==> src/hw/frfc_cfg.svh <==
/*
  Constants for the floating-point register format codec: field positions,
  encodings, exponent limits and real-type properties.
  Assumes it is included once per compilation unit; the guard handles repeats.
*/
`ifndef FRFC_CFG_SVH
`define FRFC_CFG_SVH

// Field layout of the 82-bit register
`define FRFC_REG_W 82
`define FRFC_EXP_W 17
`define FRFC_SIG_W 64
`define FRFC_TEXP_W 18

// Exponent encodings
`define FRFC_EXP_ONES 17'h1ffff
`define FRFC_EXP_ZERO 17'h00000
`define FRFC_EXP_BIAS 18'h0ffff
`define FRFC_EXP_INT 17'h1003e
`define FRFC_EXP_ONE 17'h0ffff

// True exponent for a zero exponent field, -16382
`define FRFC_TEXP_DENORM 18'h3c002

// Exponent limits per real type (two's complement, 18 bits)
`define FRFC_EMAX_SGL 18'h0007f
`define FRFC_EMIN_SGL 18'h3ff82
`define FRFC_EMAX_DBL 18'h003ff
`define FRFC_EMIN_DBL 18'h3fc02
`define FRFC_EMAX_EXT 18'h03fff
`define FRFC_EMIN_EXT 18'h3c002

// Precision and stored width per real type
`define FRFC_PREC_SGL 7'h18
`define FRFC_PREC_DBL 7'h35
`define FRFC_PREC_EXT 7'h40
`define FRFC_STORE_SGL 7'h20
`define FRFC_STORE_DBL 7'h40
`define FRFC_STORE_EXT 7'h50

// Constant register contents: index 0 is +0.0, index 1 is +1.0
`define FRFC_IDX_W 7
`define FRFC_IDX_ZERO 7'h00
`define FRFC_IDX_ONE 7'h01
`define FRFC_SIG_ONE 64'h8000000000000000

`endif

==> src/hw/frfc_pkg.sv <==
/*
  Types for the floating-point register format codec.
  Assumes frfc_cfg.svh is on the include path.
*/
`include "frfc_cfg.svh"

package frfc_pkg;

  // One register split into its three fields
  typedef struct packed {
    logic sign;
    logic [`FRFC_EXP_W-1:0] exp;
    logic [`FRFC_SIG_W-1:0] sig;
  } frfc_reg_s;

  // One-hot class of a register value
  typedef struct packed {
    logic is_int;
    logic is_nan;
    logic is_inf;
    logic is_normal;
    logic is_denorm;
    logic is_zero;
  } frfc_class_s;

  typedef enum logic [1:0] {
    FRFC_TYPE_SGL = 2'b00,
    FRFC_TYPE_DBL = 2'b01,
    FRFC_TYPE_EXT = 2'b10
  } frfc_type_e;

  typedef enum logic {
    FRFC_PC_EXT_RANGE = 1'b0,
    FRFC_PC_DEST_PREC = 1'b1
  } frfc_pc_e;

endpackage : frfc_pkg

==> src/hw/frfc_codec.sv <==
/*
  Register-format codec: substitutes the two constant registers on a read,
  classifies the value, derives its true exponent, splits paired singles and
  checks the exponent against the range chosen by precision control.
  Assumes a read port of the floating-point register file on the same clock;
  all outputs are registered, so results appear one edge after the inputs.
*/
`include "frfc_cfg.svh"
module frfc_codec
  import frfc_pkg::*;
(
  input wire logic i_ref_clk,
  input wire logic i_reset,
  input wire logic [`FRFC_IDX_W-1:0] i_rd_idx,
  input wire frfc_reg_s i_rd_data,
  input wire frfc_type_e i_dest_type,
  input wire frfc_pc_e i_pc_mode,
  output frfc_reg_s o_rd_data,
  output frfc_class_s o_class,
  output logic o_negative,
  output logic [`FRFC_TEXP_W-1:0] o_true_exp,
  output logic o_in_range,
  output logic [6:0] o_prec_bits,
  output logic [6:0] o_store_bits,
  output logic [31:0] o_ps_hi,
  output logic [31:0] o_ps_lo,
  output logic [63:0] o_int_value,
  output logic o_ps_bad
);

  // Constant registers override whatever the file returns
  frfc_reg_s const_one;
  frfc_reg_s val;
  assign const_one = '{sign: 1'b0, exp: `FRFC_EXP_ONE, sig: `FRFC_SIG_ONE};
  assign val = (i_rd_idx == `FRFC_IDX_ZERO) ? '0 :
               (i_rd_idx == `FRFC_IDX_ONE) ? const_one : i_rd_data;

  // Field decode
  wire logic exp_ones = (val.exp == `FRFC_EXP_ONES);
  wire logic exp_zero = (val.exp == `FRFC_EXP_ZERO);
  wire logic sig_zero = (val.sig == '0);
  wire logic frac_zero = (val.sig[62:0] == '0);
  wire logic canon_int = (val.exp == `FRFC_EXP_INT) && !val.sign;

  // Class, one-hot; canonical integer shape wins over plain finite
  frfc_class_s cls;
  assign cls.is_zero = exp_zero && sig_zero;
  assign cls.is_denorm = exp_zero && !sig_zero;
  assign cls.is_inf = exp_ones && frac_zero;
  assign cls.is_nan = exp_ones && !frac_zero;
  assign cls.is_int = canon_int;
  assign cls.is_normal = !exp_zero && !exp_ones && !canon_int;

  // True exponent: biased for nonzero fields, fixed minimum for zero field
  logic [`FRFC_TEXP_W-1:0] biased_exp;
  logic [`FRFC_TEXP_W-1:0] true_exp;
  assign biased_exp = {1'b0, val.exp} - `FRFC_EXP_BIAS;
  assign true_exp = exp_zero ? `FRFC_TEXP_DENORM : biased_exp;

  // Exponent window picked by precision control and destination type
  logic [`FRFC_TEXP_W-1:0] emax;
  logic [`FRFC_TEXP_W-1:0] emin;
  logic [6:0] prec_bits;
  logic [6:0] store_bits;
  wire logic use_ext = (i_pc_mode == FRFC_PC_EXT_RANGE);
  wire logic dest_sgl = (i_dest_type == FRFC_TYPE_SGL);
  wire logic dest_dbl = (i_dest_type == FRFC_TYPE_DBL);
  // Extended-range mode ignores the destination for emax and emin only; an unused type code reads as extended
  assign emax = use_ext ? `FRFC_EMAX_EXT :
                dest_sgl ? `FRFC_EMAX_SGL :
                dest_dbl ? `FRFC_EMAX_DBL : `FRFC_EMAX_EXT;
  assign emin = use_ext ? `FRFC_EMIN_EXT :
                dest_sgl ? `FRFC_EMIN_SGL :
                dest_dbl ? `FRFC_EMIN_DBL : `FRFC_EMIN_EXT;
  assign prec_bits = dest_sgl ? `FRFC_PREC_SGL :
                     dest_dbl ? `FRFC_PREC_DBL : `FRFC_PREC_EXT;
  assign store_bits = dest_sgl ? `FRFC_STORE_SGL :
                      dest_dbl ? `FRFC_STORE_DBL : `FRFC_STORE_EXT;

  // Only finite nonzero values can fall outside the window
  // Limitation: the raw exponent is compared, unnormals are not normalised first
  wire logic finite_nz = cls.is_normal || cls.is_denorm;
  wire logic below_max = ($signed(true_exp) <= $signed(emax));
  wire logic above_min = ($signed(true_exp) >= $signed(emin));
  wire logic in_range = !finite_nz || (below_max && above_min);

  // Paired singles need the canonical exponent and a clear sign
  wire logic ps_bad = (val.exp != `FRFC_EXP_INT) || val.sign;

  // Paired-single halves: entry 0 is the low single, entry 1 the high one
  logic [31:0] ps_half [2];
  for (genvar g = 0; g < 2; g++) begin : g_ps_half
    assign ps_half[g] = val.sig[32*g +: 32];
  end

  // Every output is its own short register stage
  // One cycle of latency keeps timing off the register file read path,
  // traded against one extra pipeline slot for the consumer

  // Value after constant substitution
  // Zero and one never leak whatever the file holds
  always_ff @(posedge i_ref_clk) begin
    if (i_reset) begin
      o_rd_data <= '0;
    end else begin
      o_rd_data <= val;
    end
  end

  // One-hot class
  // All zero only while reset holds, so checkers can spot a stale class
  always_ff @(posedge i_ref_clk) begin
    if (i_reset) begin
      o_class <= '0;
    end else begin
      o_class <= cls;
    end
  end

  // Sign bit
  // Kept apart so paired-single users can test it alone
  always_ff @(posedge i_ref_clk) begin
    if (i_reset) begin
      o_negative <= 1'b0;
    end else begin
      o_negative <= val.sign;
    end
  end

  // True exponent
  // Two's complement, so negative exponents need no extra flag
  always_ff @(posedge i_ref_clk) begin
    if (i_reset) begin
      o_true_exp <= '0;
    end else begin
      o_true_exp <= true_exp;
    end
  end

  // Range verdict
  // Forced high for non-finite classes, which have no window
  always_ff @(posedge i_ref_clk) begin
    if (i_reset) begin
      o_in_range <= 1'b0;
    end else begin
      o_in_range <= in_range;
    end
  end

  // Precision of the destination type
  // Follows the type even in extended-range mode
  always_ff @(posedge i_ref_clk) begin
    if (i_reset) begin
      o_prec_bits <= '0;
    end else begin
      o_prec_bits <= prec_bits;
    end
  end

  // Stored width of the destination type
  // Memory side uses this to size its transfer
  always_ff @(posedge i_ref_clk) begin
    if (i_reset) begin
      o_store_bits <= '0;
    end else begin
      o_store_bits <= store_bits;
    end
  end

  // High paired single
  // Passed through even when the shape is not canonical
  always_ff @(posedge i_ref_clk) begin
    if (i_reset) begin
      o_ps_hi <= '0;
    end else begin
      o_ps_hi <= ps_half[1];
    end
  end

  // Low paired single
  // Same stage as the high half, so both stay aligned
  always_ff @(posedge i_ref_clk) begin
    if (i_reset) begin
      o_ps_lo <= '0;
    end else begin
      o_ps_lo <= ps_half[0];
    end
  end

  // Integer view of the significand
  // Signedness is left to the consumer
  always_ff @(posedge i_ref_clk) begin
    if (i_reset) begin
      o_int_value <= '0;
    end else begin
      o_int_value <= val.sig;
    end
  end

  // Paired-single shape error
  // Flags rather than repairs, the consumer decides what to do
  always_ff @(posedge i_ref_clk) begin
    if (i_reset) begin
      o_ps_bad <= 1'b0;
    end else begin
      o_ps_bad <= ps_bad;
    end
  end

endmodule : frfc_codec

==> config.mk <==
export PLATFORM = sky130hd
export DESIGN_NAME = frfc_codec
export DESIGN_NICKNAME = d
export VERILOG_FILES = /design/src/hw/frfc_pkg.sv /design/src/hw/frfc_codec.sv
export VERILOG_INCLUDE_DIRS = /design/src /design/src/hw
export SDC_FILE = /design/constraint.sdc
export NUM_CORES = 1
export LEC_CHECK = 0
export BUFFER_PORTS_ARGS = -buffer_cell sky130_fd_sc_hd__buf_2
export CAP_MARGIN = 20
export CORE_AREA = 2 2 136 138
export CTS_CLUSTER_SIZE = 12
export DETAILED_ROUTE_END_ITERATION = 12
export DIE_AREA = 0 0 138 140
export HOLD_SLACK_MARGIN = 0.05
export MAX_ROUTING_LAYER = met4
export PLACE_DENSITY = 0.61
export RECOVER_POWER = 100
export SYNTH_ARGS = -nofsm -noshare
export SYNTH_HDL_FRONTEND = slang
export SYNTH_SLANG_ARGS = --single-unit
==> constraint.sdc <==
create_clock -name i_ref_clk -period 8.95 [get_ports i_ref_clk]
set_input_delay 0 -clock i_ref_clk [delete_from_list [all_inputs] [get_ports i_ref_clk]]
set_output_delay 0 -clock i_ref_clk [all_outputs]
set_load 0.02 [all_outputs]
==> metrics.csv <==
metric,value,unit
io_buffers,339,
crit_fanout,84,
rsz0062_at_grt,false,
synthCells,578,
start_util,29.7,%
crit_type,in2reg,
final_common_cell,clkbuf_1,
cts_setup_buffers,0,
seqCellArea,2260,um^2
drt_iter0_drc,180,
grt_use_total,19.5,%
leakage,3.13,nW
remaining_drc_errors,0,
power_switching,0.000418,W
worst_ir_drop_vdd,0.132,mV
fillers,1925,
cp-end-kind,flip-flop,
grt_pass1_wl,28300,um
min_period_over_period,56.8,%
fin_cells,1104,
grt_max_degree,85,
h-tree-depth,4,
die_w,138,um
mostFrequentLayoutCells,"clkbuf_1, dfxtp_1, buf_2",
worstSetupStartpointType,input port,
combPwrFrac,17.1,%
synthFlopType,dfxtp_1,
pin_count,345,
ant_nets,0,
setup_ws,3.87,ns
yosysUniqueCellTypes,47,
antenna_found_initial,0,
fin_nets,974,
violations,"max-capacitance violations, max-slew violations",
cp.arrival,5.42,ns
p_per_area,199,nW/um^2
die_area,19300,um^2
vias,4961,
period_needed,5.08,ns
p_clk_share,44.7,%
yosys.area.top_type,dfxtp_1,
numPlacedInstances,985,
max_freq,197,MHz
ys_seq_area_share,42.8,%
wl,19000,um
clock-root-buffer,clkbuf_16,
area_delta_synth_final,37.1,%
worstPathRequired,9.29,ns
cts_tree,done,
synth-edff-count,0,
p_seq_share,38.2,%
wl_per_cell,17.2,um
clock-sinks,113,
design.core.area,17800,um^2
p_int,0.00103,W
slew_headroom,-98.5,%
syn_area_per_cell,9.14,um^2
drive_above_1_share,14.4,%
maxCapViolCount,2,
setup_violations,0,
diodes,0,
finalWeightedCongestion,0.893,
finalHoldViolCount,0,
synth_area_leaders,"dfxtp_1, buf_4, and3_1",
synthArstFlopShare,0,%
dp_hpwl,14000,um
die_y,140,um
grt_pass1_vias,4864,
status,"finished, violations left",
clock_path_buffers,2,
path_clk_slew,0.05,ns
yosysWarnings,0,
dp_worst_setup_slack,4.07,ns
hold_class,in2reg,
syn_area,5280,um^2
grt_remaining_overflow,0,
ys_ff_latch,113,
rows,49,
firstDrtPassIters,4,
power.share.switching,28.9,%
yosysTopAreaCellShare,42.8,%
multiInputGateArea,1820,um^2
maxSlewViolCount,125,
vias_per_cell,4.49,
worst_pin_slew,2.98,ns
fin_tns_setup,0,ns
numCtsBuffers,17,
[per-stage QoR]
stage                     hold WS [ns]  area (um^2)  utilization (%)  power (W)
final                           0.0916         7250             40.8    0.00145
after global routing             0.103         7250             40.8    0.00151
after CTS                       0.0612         7570             42.6    0.00147
after detailed placement         0.227         6130             34.5   0.000793
after global placement           0.226         6130             34.5   0.000793
after floorplan                 0.0768         5300                -   0.000731
[state kept, by name, summed over array words and instances, names as in the netlist]
name	flops
o_negative	1
o_ps_lo	31
o_store_bits	2
o_rd_data	17
o_class	6
o_true_exp	18
o_ps_hi	32
o_prec_bits	3
o_int_value	1
o_in_range	1
o_ps_bad	1
[power groups by stage]
| stage | Sequential [W] | Combinational (W) | Clock [W] |
|---|---|---|---|
| finish | 0.000552 | 0.000247 | 0.000646 |
| global route | 0.000554 | 0.000265 | 0.000686 |
| CTS | 0.000550 | 0.000263 | 0.000660 |
| detailed placement | 0.000560 | 0.000233 | 0 |
| global placement | 0.000560 | 0.000233 | 0 |
| floorplan | 0.000590 | 0.000141 | 0 |
[final timing paths]
path,from,endpoint,slack (ns),cells after the start
setup / recovery,i_rd_idx[5],o_in_range$_SDFF_PP0_,3.87,13
hold / removal,i_rd_data[64],o_rd_data[64]$_SDFF_PP0_,0.09,3
[critical path: stages]
cell	delay (ns)
buf_2	0.08
nor4_1	0.06
nand2_1	0.38
clkbuf_1	2.15
a21oi_1	0.53
ha_1	0.55
nor4_1	0.22
nand2_1	0.08
or4_4	0.41
nor4_1	0.21
a21oi_1	0.12
or4_4	0.52
o211ai_2	0.08
[repair_timing]
action,4_1_cts,5_1_grt
hold buffers,87,0
endpoints found under the setup margin,0,0
endpoints found under the hold margin,95,0
resized for setup,0,0
[routing by layer]
layer / vias to the layer above / routed length (um) / global-route usage (%)
met5: - / 0 / -
met4: 0 / 528 / 7.84
met3: 31 / 1160 / 5.03
met2: 220 / 9890 / 34.2
met1: 2296 / 7390 / 21.2
li1: 2414 / - / -
[cell families (layout without fill, tap and decap cells)]
| group | count (synthesis) | in the layout | share of synthesized area, % |
|---|---|---|---|
| simple gates | 197 | 197 | 21.2 |
| buf+inv | 179 | 472 | 22.9 |
| flops | 113 | 113 | 42.8 |
| compound gates | 55 | 55 | 6.28 |
| fa+ha+maj | 18 | 18 | 4.26 |
| xor+xnor | 14 | 14 | 2.32 |
| other cells | 1 | 5 | 0.0710 |
| mux | 1 | 1 | 0.189 |
[Yosys cell counts (all sizes together), types with 2 or more instances]
master  count
and2        6
o31ai       2
or4         2
clkbuf     24
nand2b      3
nand3b      2
xnor2       6
nor3       14
inv        12
xor2        8
buf       143
nor2       38
dfxtp     113
nor2b       2
o21ai       3
o21bai      2
nand4       8
nor4       24
a211oi      5
nand2      13
a21oi      34
a21o        2
ha         18
nand3       9
and4        3
and3       70
[layout make-up]
cell class	count	area share, %
timing repair buffer	428	31.2
multi-input combinational	290	25.1
sequential	113	31.2
clock inverter	9	1.12
clock buffer	23	6.73
inverter	12	0.622
tap	229	3.95
Note: power is estimated with default switching activity, not from simulation.
